<file path="src/serial_adapter_pkg.sv">
package serial_adapter_pkg;

	// ------------------------------------------------------------
	// Register select codes {reg_select_high, reg_select_low}
	// ------------------------------------------------------------
	localparam logic [1:0] SEL_DATA    = 2'h0;
	localparam logic [1:0] SEL_STATUS  = 2'h1;
	localparam logic [1:0] SEL_COMMAND = 2'h2;
	localparam logic [1:0] SEL_CONTROL = 2'h3;

	// ------------------------------------------------------------
	// Synchronised pin vector layout
	// ------------------------------------------------------------
	localparam int          PIN_W      = 16;
	localparam int          P_BCLK     = 0;
	localparam int          P_CS       = 1;
	localparam int          P_RSL      = 2;
	localparam int          P_RSH      = 3;
	localparam int          P_RW       = 4;
	localparam int          P_DATA_LO  = 5;
	localparam int          P_DATA_HI  = 12;
	localparam int          P_DSR      = 13;
	localparam int          P_DCD      = 14;
	localparam int          P_HWRST    = 15;
	localparam logic [15:0] PIN_RST    = 16'hE000;

	// ------------------------------------------------------------
	// Status register bits
	// ------------------------------------------------------------
	localparam int ST_PAR  = 0;
	localparam int ST_FRM  = 1;
	localparam int ST_OVR  = 2;
	localparam int ST_RXF  = 3;
	localparam int ST_TXE  = 4;
	localparam int ST_DCD  = 5;
	localparam int ST_DSR  = 6;
	localparam int ST_IRQ  = 7;

	// ------------------------------------------------------------
	// Command and control fields
	// ------------------------------------------------------------
	localparam int          CB_DTR      = 0;
	localparam int          CB_RXDIS    = 1;
	localparam int          CB_TXI_LO   = 2;
	localparam int          CB_TXI_HI   = 3;
	localparam int          CB_ECHO     = 4;
	localparam int          CB_PAR_EN   = 5;
	localparam int          CB_PAR_M0   = 6;
	localparam int          CB_PAR_M1   = 7;
	localparam logic [1:0]  TXI_IRQ_ON  = 2'h1;
	localparam logic [1:0]  TXI_RTS_OFF = 2'h0;
	localparam int          CTL_WL_LO   = 5;
	localparam int          CTL_WL_HI   = 6;
	localparam logic [7:0]  CB_RST      = 8'h00;
	localparam logic [7:0]  CTL_RST     = 8'h00;
	localparam logic [7:0]  CB_PRG_CLR  = 8'hE0;
	localparam logic [7:0]  FULL_MASK   = 8'hFF;
	localparam logic [3:0]  WL_BASE     = 4'h8;

endpackage

</file>
<file path="src/serial_adapter_host_status.sv">
`timescale 1ns/1ps

module serial_adapter_host_status
	import serial_adapter_pkg::*;
(
	input  wire logic       clock,
	input  wire logic       sys_rst,
	input  wire logic       hw_reset_n,
	input  wire logic       bus_clock,
	input  wire logic       chip_select,
	input  wire logic       reg_select_low,
	input  wire logic       reg_select_high,
	input  wire logic       read_not_write,
	input  wire logic [7:0] data_in,
	output logic      [7:0] data_out,
	output logic            data_oe,
	output logic            interrupt_out_n,
	input  wire logic       set_ready_in_n,
	input  wire logic       carrier_detect_in_n,
	output logic            terminal_ready_out_n,
	output logic            request_send_out_n,
	input  wire logic       rx_load,
	input  wire logic [8:0] rx_frame,
	input  wire logic       rx_frame_err,
	input  wire logic       tx_load,
	output logic      [7:0] tx_data,
	output logic            tx_holding_empty,
	output logic      [7:0] command_out,
	output logic      [7:0] control_out
);

	// ------------------------------------------------------------
	// Pin synchronisers
	// ------------------------------------------------------------
	logic [PIN_W-1:0] pins;
	logic [PIN_W-1:0] s1_q, s2_q, s3_q, pf_q, pf_d;
	assign pins = {hw_reset_n, carrier_detect_in_n, set_ready_in_n, data_in,
		read_not_write, reg_select_high, reg_select_low, chip_select,
		bus_clock};
	// A bit moves only when the second and third stages agree
	assign pf_d = (s2_q & s3_q) | (pf_q & (s2_q | s3_q));

	always_ff @(posedge clock) begin
		if (sys_rst) begin
			s1_q <= PIN_RST;
			s2_q <= PIN_RST;
			s3_q <= PIN_RST;
			pf_q <= PIN_RST;
		end else begin
			s1_q <= pins;
			s2_q <= s1_q;
			s3_q <= s2_q;
			pf_q <= pf_d;
		end
	end

	// ------------------------------------------------------------
	// Bus cycle decode
	// ------------------------------------------------------------
	logic       init, bclk_f, bclk_prev_q, bus_fall, hi_sel;
	logic       acc_cs_q, acc_rw_q;
	logic [1:0] acc_sel_q, cur_sel;
	logic [7:0] acc_data_q;
	logic       wr_acc, rd_acc;
	logic       wr_data, wr_prg, wr_command, wr_ctl, rd_data, rd_stat;

	assign init    = sys_rst | ~pf_q[P_HWRST];
	assign bclk_f  = pf_q[P_BCLK];
	assign cur_sel = {pf_q[P_RSH], pf_q[P_RSL]};
	assign hi_sel  = bclk_f & pf_q[P_CS];
	assign bus_fall = bclk_prev_q & ~bclk_f;
	// Commit at the end of the high phase, from what was latched in it
	assign wr_acc  = bus_fall & acc_cs_q & acc_rw_q;
	assign rd_acc  = bus_fall & acc_cs_q & ~acc_rw_q;
	assign wr_data = wr_acc & (acc_sel_q == SEL_DATA);
	assign wr_prg  = wr_acc & (acc_sel_q == SEL_STATUS);
	assign wr_command = wr_acc & (acc_sel_q == SEL_COMMAND);
	assign wr_ctl  = wr_acc & (acc_sel_q == SEL_CONTROL);
	assign rd_data = rd_acc & (acc_sel_q == SEL_DATA);
	assign rd_stat = rd_acc & (acc_sel_q == SEL_STATUS);

	always_ff @(posedge clock) begin
		if (sys_rst) begin
			bclk_prev_q <= 1'b0;
			acc_cs_q    <= 1'b0;
			acc_rw_q    <= 1'b0;
			acc_sel_q   <= SEL_DATA;
			acc_data_q  <= 8'h00;
		end else begin
			bclk_prev_q <= bclk_f;
			if (bclk_f) begin
				acc_cs_q   <= pf_q[P_CS];
				acc_rw_q   <= pf_q[P_RW];
				acc_sel_q  <= cur_sel;
				acc_data_q <= pf_q[P_DATA_HI:P_DATA_LO];
			end
		end
	end

	// ------------------------------------------------------------
	// Command, control and word length
	// ------------------------------------------------------------
	logic [7:0] command_q, ctl_q, wl_mask;
	logic [1:0] wl_code;
	logic [3:0] wl_bits;
	logic       rx_en, tx_en, modem_en;

	assign wl_code  = ctl_q[CTL_WL_HI:CTL_WL_LO];
	assign wl_bits  = WL_BASE - {2'h0, wl_code};
	assign wl_mask  = FULL_MASK >> wl_code;
	assign rx_en    = command_q[CB_DTR] & ~command_q[CB_RXDIS];
	assign tx_en    = command_q[CB_DTR]
		& (command_q[CB_TXI_HI:CB_TXI_LO] == TXI_IRQ_ON);
	assign modem_en = command_q[CB_DTR] & ~command_q[CB_RXDIS];

	always_ff @(posedge clock) begin
		if (init) begin
			command_q <= CB_RST;
			ctl_q     <= CTL_RST;
		end else if (wr_command) begin
			command_q <= acc_data_q;
		end else if (wr_prg) begin
			command_q <= command_q & CB_PRG_CLR;
		end else if (wr_ctl) begin
			ctl_q <= acc_data_q;
		end
	end

	// ------------------------------------------------------------
	// Receive path: strip parity, check it, flag errors
	// ------------------------------------------------------------
	logic [7:0] rx_hold_q, rx_bits;
	logic       par_bit, par_err;
	logic       rx_full_q, ovr_q, frame_err_q, parity_err_q;

	assign rx_bits = rx_frame[7:0] & wl_mask;
	assign par_bit = rx_frame[wl_bits];
	// Mark and space modes skip the check
	assign par_err = command_q[CB_PAR_EN] & ~command_q[CB_PAR_M1]
		& ((^rx_bits) ^ par_bit ^ ~command_q[CB_PAR_M0]);

	always_ff @(posedge clock) begin
		if (init) begin
			rx_hold_q    <= 8'h00;
			rx_full_q    <= 1'b0;
			ovr_q        <= 1'b0;
			frame_err_q  <= 1'b0;
			parity_err_q <= 1'b0;
		end else if (rx_load && rx_full_q && !rd_data) begin
			// Unread character kept; the new one is lost
			ovr_q <= 1'b1;
		end else if (rx_load) begin
			rx_hold_q    <= rx_bits;
			rx_full_q    <= 1'b1;
			ovr_q        <= 1'b0;
			frame_err_q  <= rx_frame_err;
			parity_err_q <= par_err;
		end else if (rd_data) begin
			rx_full_q    <= 1'b0;
			ovr_q        <= 1'b0;
			frame_err_q  <= 1'b0;
			parity_err_q <= 1'b0;
		end else if (wr_prg) begin
			ovr_q <= 1'b0;
		end
	end

	// ------------------------------------------------------------
	// Transmit holding
	// ------------------------------------------------------------
	logic [7:0] tx_hold_q;
	logic       tx_empty_q;

	always_ff @(posedge clock) begin
		if (init) begin
			tx_hold_q  <= 8'h00;
			tx_empty_q <= 1'b1;
		end else begin
			if (wr_data)
				tx_hold_q <= acc_data_q & wl_mask;
			if (tx_load)
				tx_empty_q <= 1'b1;
			else if (wr_data)
				tx_empty_q <= 1'b0;
		end
	end

	// ------------------------------------------------------------
	// Modem inputs and interrupt flag
	// ------------------------------------------------------------
	logic dcd_q, dsr_q, lock_q, modem_chg, modem_evt;
	logic rx_cond, tx_cond, irq_q, irq_d;

	assign modem_chg = (dcd_q != pf_q[P_DCD]) | (dsr_q != pf_q[P_DSR]);
	// A change held back by the freeze fires as the status read releases it
	assign modem_evt = modem_chg & (~lock_q | rd_stat)
		& modem_en;
	assign rx_cond   = rx_full_q & rx_en;
	assign tx_cond   = tx_empty_q & tx_en;
	// Error flags are left out on purpose
	assign irq_d = (irq_q & ~rd_stat) | rx_cond | tx_cond
		| modem_evt;

	always_ff @(posedge clock) begin
		if (init) begin
			dcd_q  <= 1'b1;
			dsr_q  <= 1'b1;
			lock_q <= 1'b0;
			irq_q  <= 1'b0;
		end else begin
			irq_q <= irq_d;
			if (modem_evt)
				lock_q <= 1'b1;
			else if (rd_stat)
				lock_q <= 1'b0;
			if (!lock_q || rd_stat) begin
				dcd_q <= pf_q[P_DCD];
				dsr_q <= pf_q[P_DSR];
			end
		end
	end

	// ------------------------------------------------------------
	// Read mux and registered outputs
	// ------------------------------------------------------------
	logic [7:0] status, rd_mux;
	assign status = {irq_q, dsr_q, dcd_q, tx_empty_q, rx_full_q,
		ovr_q, frame_err_q, parity_err_q};
	assign rd_mux = (cur_sel == SEL_DATA)    ? rx_hold_q :
			(cur_sel == SEL_STATUS)  ? status :
			(cur_sel == SEL_COMMAND) ? command_q : ctl_q;

	always_ff @(posedge clock) begin
		if (init) begin
			data_out             <= 8'h00;
			data_oe              <= 1'b0;
			interrupt_out_n      <= 1'b1;
			terminal_ready_out_n <= 1'b1;
			request_send_out_n   <= 1'b1;
			tx_data              <= 8'h00;
			tx_holding_empty     <= 1'b1;
			command_out          <= CB_RST;
			control_out          <= CTL_RST;
		end else begin
			data_oe              <= hi_sel & ~pf_q[P_RW];
			data_out             <= rd_mux;
			interrupt_out_n      <= ~irq_d;
			terminal_ready_out_n <= ~command_q[CB_DTR];
			request_send_out_n   <= ~command_q[CB_ECHO]
				& (command_q[CB_TXI_HI:CB_TXI_LO] == TXI_RTS_OFF);
			tx_data              <= tx_hold_q;
			tx_holding_empty     <= tx_empty_q;
			command_out          <= command_q;
			control_out          <= ctl_q;
		end
	end
endmodule // serial_adapter_host_status

</file>
<file path="config.mk">
export PLATFORM = sky130hd
export DESIGN_NAME = serial_adapter_host_status
export DESIGN_NICKNAME = d
export VERILOG_FILES = /design/src/serial_adapter_pkg.sv /design/src/serial_adapter_host_status.sv
export SDC_FILE = /design/constraint.sdc
export NUM_CORES = 1
export LEC_CHECK = 0
export ABC_AREA = 1
export CORE_ASPECT_RATIO = 2
export CORE_MARGIN = 10
export CORE_UTILIZATION = 30
export CTS_CLUSTER_DIAMETER = 200
export DETAILED_ROUTE_END_ITERATION = 6
export DONT_BUFFER_PORTS = 1
export GPL_TIMING_DRIVEN = 0
export PLACE_DENSITY = 0.5
export SLEW_MARGIN = 10
export SYNTH_ARGS = -nofsm -noshare
export SYNTH_HDL_FRONTEND = slang
export SYNTH_SLANG_ARGS = --single-unit
</file>
<file path="constraint.sdc">
create_clock -name clock -period 2.02 [get_ports clock]
set_clock_uncertainty 0.05 [all_clocks]
set_input_delay 0.303 -clock clock [delete_from_list [all_inputs] [get_ports clock]]
set_output_delay 0.303 -clock clock [all_outputs]
set_load 0.01 [all_outputs]
</file>
==> Word level (Yosys, flattened, before mapping) <==
Cells that the tools add are included.
{ "word_totals": {"ff_bits": 155, "input_bits": 30, "out_inout_bits": 37} }
{ "classes": {"addsub": 1, "n_lt_le_gt_ge": 1, "n_eq_ne": 8, "shift": 1, "muxes": 17, "n_bitwise": 51, "n_reduce_logical": 17} }
{ "op_table": {"columns": ["cell", "count"], "rows": [
  ["16-bit AND", 2],
  ["8-bit 2-to-1 mux", 4],
  ["16-bit OR", 2],
  ["1-bit AND", 22],
  ["8-bit AND", 2],
  ["1-bit NOT", 15],
  ["1-bit 2-to-1 mux", 11],
  ["8-bit XOR reduction", 1],
  ["8-bit by 2-bit >> shifter with 8-bit output (first input constant)", 1],
  ["2-bit by 1-bit equality test with 1-bit output (second input constant)", 3],
  ["2-bit equality test (second input constant)", 3],
  ["2-bit zero test", 3],
  ["1-bit OR", 6],
  ["2-bit nonzero test", 3],
  ["4-bit by 5-bit < comparator with 1-bit output (second input constant)", 1],
  ["5-bit 2-to-1 mux", 1],
  ["1-bit binary-select mux with 4-bit select", 1],
  ["2-bit AND reduction", 2],
  ["4-bit nonzero test", 1],
  ["4-bit by 2-bit subtractor with 4-bit output (first input constant)", 1],
  ["3-bit AND reduction", 1],
  ["1-bit logical AND", 2],
  ["1-bit zero test", 2],
  ["1-bit != test", 2],
  ["3 further kinds", 4]
]} }

==> Depth between registers and ports, before layout <==
{ "depth": {"word_depth": 11, "depth_mapped": 14, "mapped_depth_nobuf": 14} }

==> Worst setup path before layout <==
Ideal clock, no wire load.
{ "synth_path": {"kind": "register to register", "from": "register ctl_q[5]", "to": "register parity_err_q", "setup_ns": 0.134, "arrival_ns": 1.347, "t_required_ns": 1.836, "setup_slack_ns": 0.489, "stages_incl_launch_ff": 15, "synth_period_minus_slack_ns": 1.531, "cell_sequence": "dfxtp_1 inv_1 ha_1 nand2_1 inv_1 nand2_1 nand3_1 nand2_1 inv_1 nand2_1 nand2_1 nand2_1 nand2_1 nand2_1 a21oi_1"} }
{ "synth_between": {"elab_chain_cells": 7, "elab_cells_between_ends": 10, "classes_between": "add/sub (1); shift (1); mux (3); bitwise (4); reduce/logical (1)"} }
{ "synth_rtl": {"columns": ["item", "line", "rtl"], "rows": [
  ["start: declaration", "serial_adapter_host_status.sv:103", "logic [7:0] command_q, ctl_q, wl_mask;"],
  ["start signal: assignment", "serial_adapter_host_status.sv:125", "ctl_q <= acc_data_q;"],
  ["4-bit by 2-bit subtractor with 4-bit output / 8-bit by 2-bit >> shifter with 8-bit output (equally long branches)", "serial_adapter_host_status.sv:109, serial_adapter_host_status.sv:110", null],
  ["1-bit binary-select mux with 4-bit select / 8-bit AND (equally long branches)", "serial_adapter_host_status.sv:137, serial_adapter_host_status.sv:136", null],
  ["1-bit 2-to-1 mux (implied by the code) / 8-bit XOR reduction (equally long branches)", "serial_adapter_host_status.sv:137, serial_adapter_host_status.sv:140", null],
  ["1-bit bitwise XOR (*) (2 in a row)", "serial_adapter_host_status.sv:140", "& ((^rx_bits) ^ par_bit ^ ~command_q[CB_PAR_M0]);"],
  ["1-bit AND (*)", "serial_adapter_host_status.sv:140", null],
  ["1-bit 2-to-1 mux (*)", "serial_adapter_host_status.sv:152", "end else if (rx_load) begin"],
  ["end signal: assignment", "serial_adapter_host_status.sv:157", "parity_err_q <= par_err;"],
  ["end: declaration", "serial_adapter_host_status.sv:134", "logic rx_full_q, ovr_q, frame_err_q, parity_err_q;"]
]} }
Mark *: on every way between the ends. The rest lies on a longest branch, timed or not. The select of a mux whose other input is x is not followed.
A chain may end at the register's enable or synchronous reset.

==> Worst setup path in the final report <==
{ "layout_path": {"from": "register pf_q[3]", "to": "register data_out[0]"} }
{ "layout_between": {"elab_chain_cells": 4, "elab_cells_between_ends": 6, "classes_between": "eq/ne (2); mux (3); reduce/logical (1)"} }
{ "layout_rtl": {"columns": ["item", "line", "rtl"], "rows": [
  ["start: declaration", "serial_adapter_host_status.sv:36", "logic [PIN_W-1:0] s1_q, s2_q, s3_q, pf_q, pf_d;"],
  ["start signal: assignment", "serial_adapter_host_status.sv:53", "pf_q <= pf_d;"],
  ["2-bit equality test", "serial_adapter_host_status.sv:231", "(cur_sel == SEL_COMMAND) ? command_q : ctl_q;"],
  ["8-bit 2-to-1 mux", "serial_adapter_host_status.sv:231", null],
  ["8-bit 2-to-1 mux", "serial_adapter_host_status.sv:230", "(cur_sel == SEL_STATUS) ? status :"],
  ["8-bit 2-to-1 mux (*)", "serial_adapter_host_status.sv:229", "assign rd_mux = (cur_sel == SEL_DATA) ? rx_hold_q :"],
  ["end signal: assignment", "serial_adapter_host_status.sv:246", "data_out <= rd_mux;"],
  ["end: declaration", "serial_adapter_host_status.sv:15", "output logic [7:0] data_out,"]
]} }
Mark *: on every way between the ends. The rest lies on a longest branch, timed or not.

==> impl_metrics.json <==
{
  "synth.yosys.seq_area_share_pct": 58.4,
  "post-route-period-util_pct": 97.4,
  "detailed_place_hpwl_mm": 10.3,
  "endpoint_kind": "flop",
  "fin_setup_tns_ns": 0,
  "p_switching_uw": 1610,
  "globalRouteOverflowTotal": 0,
  "syn_std_cell_area_um2": 5310,
  "worst_pin_slew_ns": 0.616,
  "syn-instance-count": 628,
  "netSwitchingFraction_pct": 24.3,
  "fin_crit_ns": 1.97,
  "buffer_ports.inserted": 0,
  "synthDistinctLibCells": 34,
  "cts_buffer_depth": 2,
  "cts_inserted_buffers": 17,
  "remaining_drc_errors": 0,
  "cp_slowest_cell": "sky130_fd_sc_hd__dfxtp_1",
  "power_leakage_uw": 0.00258,
  "timing.max_cap.violations": 0,
  "worst-setup-path-type": "reg2reg",
  "setup_viol": 0,
  "routed_wire_length_per_instance_um": 14.8,
  "worstHoldPathType": "in2reg",
  "synth-seq-cells": 155,
  "h-tree-depth": 4,
  "initial_antenna_violation_count": 0,
  "critPathArrivalTime_ns": 2.19,
  "cell_area_after_placement_um2": 5570,
  "vias": 4060,
  "number_of_max_slew_violations_in_the_final_report": 0,
  "viasPerCell": 4.55,
  "timing.critical_path.slowest_cell_delay_ns": 0.50,
  "hold_viol": 0,
  "antenna_cells": 0,
  "core_region_area_um2": 17400,
  "pin_count": 67,
  "cp_max_fo": 10,
  "die_h_um": 208,
  "critical-path-top-delay-family": "compound AO/OA/AOI/OAI gates",
  "yosys_warnings": 0,
  "power.clock.fraction_pct": 48.5,
  "tritoncts": "yes",
  "synth.net_count": 660,
  "power.share.combinational_pct": 3.7,
  "grt_setup_unrepaired": "no",
  "postRouteAntennaNets": 0,
  "insertion_delay_ns": 0.42,
  "cts_root_buf": "sky130_fd_sc_hd__clkbuf_16",
  "synth_area_leader_cell": "sky130_fd_sc_hd__dfxtp_1",
  "dp_worst_setup_slack_ns": 0.121,
  "final_design_area_no_fill_um2": 6420,
  "relSlewSlack_pct": 58.9,
  "run_status": "complete, no violations",
  "final_net_count": 702,
  "synthDominantCellAreaShare_pct": 58.4,
  "global_route.usage.total_pct": 11.3,
  "cts.sink_count": 155,
  "sequential_share_of_power_pct": 47.8,
  "syn_to_final_growth_pct": 20.9,
  "initial_core_util_pct": 30.6,
  "critPathMostFrequentCell": "sky130_fd_sc_hd__inv_1",
  "worst_setup_hold_path_clk_slew_ns": 0.07,
  "final_layout_size_suffix_gt1_share_pct": 10.7,
  "power_per_cell_area_nw_per_um2": 1030,
  "critPathBufInv": 3,
  "post_cts_buffers": 0,
  "syn_avg_cell_area_um2": 8.46,
  "grt_max_degree": 18,
  "setup.worst_path.start_class": "flop",
  "crit_path_cell_trace": "inv_1, nor2_1, inv_1, buf_6, o21ai_0, a21oi_1",
  "internal_power_uw": 4990,
  "yosys-top-cells-area": "sky130_fd_sc_hd__dfxtp_1 58%, sky130_fd_sc_hd__o21ai_0 7.4%, sky130_fd_sc_hd__inv_1 7.0%",
  "first_global_vias": 4070,
  "drtPass1Iterations": 4,
  "grt_pass1_wl_mm": 20.9,
  "die_width_um": 114,
  "fmaxAchievable_mhz": 508,
  "hold_slack_ns": 0.0258,
  "globalplace.congestion": 0.906,
  "fp-row-count": 68,
  "drt_iter0_drc": 195,
  "worst_slack_ns": 0.0533,
  "required_worst_endpoint_ns": 2.24,
  "totalWireLength_mm": 13.2,
  "max-vdd-ir-drop_uv": 440,
  "die_area_um2": 23700
}
[path summary, 6_finish.rpt]
path                    start            to  slack, ns  cells after the start
setup reg to reg      pf_q[3]   data_out[0]       0.05                      6
setup / recovery      pf_q[3]   data_out[0]       0.05                      6
hold reg to reg       s1_q[0]       s2_q[0]       0.35                      2
hold / removal    rx_frame[5]  rx_hold_q[5]       0.03                      2
[state kept, by name, indices dropped and copies added, names as in the netlist, 2 cells and up]
register	flops
s3_q	16
acc_sel_q	2
data_out	8
tx_data	8
tx_hold_q	8
rx_hold_q	8
ctl_q	8
acc_data_q	8
control_out	8
command_q	8
pf_q	16
command_out	8
s1_q	16
s2_q	16
[layout by cell type, fill, tap and decap left out, drive strengths merged]
cell type	n
o211ai	1
nand3	22
a211o	1
a211oi	5
bufinv	1
nand4	4
nand2	65
nor2	93
a21oi	56
dlygate4sd3	23
or2	12
clkinv	4
o22ai	3
buf	10
o21ai	79
nor3	5
dfxtp	155
a41oi	1
ha	2
inv	110
clkinvlp	2
a221oi	1
clkbuf	28
[synth_stat cells, drive strengths merged]
| cell type | n |
|---|---|
| clkinv | 1 |
| a211o | 1 |
| inv | 101 |
| nand3 | 22 |
| a41oi | 1 |
| or2 | 12 |
| nor3 | 5 |
| nand2 | 65 |
| buf | 10 |
| a211oi | 5 |
| clkbuf | 11 |
| o21ai | 79 |
| o211ai | 1 |
| nor2 | 93 |
| nand4 | 4 |
| o22ai | 3 |
| a221oi | 1 |
| ha | 2 |
| dfxtp | 155 |
| a21oi | 56 |
[cell families (layout without fill, tap and decap cells)]
group	count (synthesis)	count (layout)	share of synthesized area [%]
and+or+nand+nor	201	201	16.7
adders and majority gates	2	2	0.471
AOI/OAI and AO/OA	147	147	14.6
DFF	155	155	58.4
buffers and inverters	123	178	9.80
[layer usage]
metal | up-vias | part of all wire (%) | track usage, % | wire (µm)
met5 | - | 0 | 0 | 0
met3 | 38 | 4.1 | 2.91 | 544
met2 | 105 | 56 | 20.8 | 7410
met4 | 0 | 6.2 | 9.48 | 820
li1 | 2083 | - | - | -
met1 | 1834 | 33 | 9.69 | 4400
[power groups by stage]
stage / sequential, µW / combinational (µW) / clock [µW]
after global routing: 3160 / 278 / 3420
final: 3160 / 242 / 3200
after floorplan: 3210 / 159 / 0
after detailed placement: 3230 / 211 / 0
after CTS: 3160 / 248 / 3300
after global placement: 3230 / 207 / 0
[per-stage QoR]
step                      std cells  total power (µW)  util (%)
after floorplan                 628              3370         -
after global placement          838              3430      32.1
after detailed placement        838              3440      32.1
after CTS                       893              6710      36.9
after global routing            893              6870      37.0
final                           893              6600      37.0
[area by class of cell]
cell class | count | area, µm²
Timing Repair Buffer | 23 | 230
Multi-Input combinational cell | 350 | 1700
Clock inverter | 15 | 178
Tap cell | 210 | 263
Inverter | 102 | 395
Fill cell | 1815 | 10900
Sequential cell | 155 | 3100
Clock buffer | 17 | 425
Buffer | 21 | 125
[timing repair]
action,in CTS,in global routing
hold endpoints to repair,24,0
resized for setup,0,4
hold buffers,23,0
setup endpoints to repair,0,1
No activity file was read; power rests on OpenSTA's default activity.
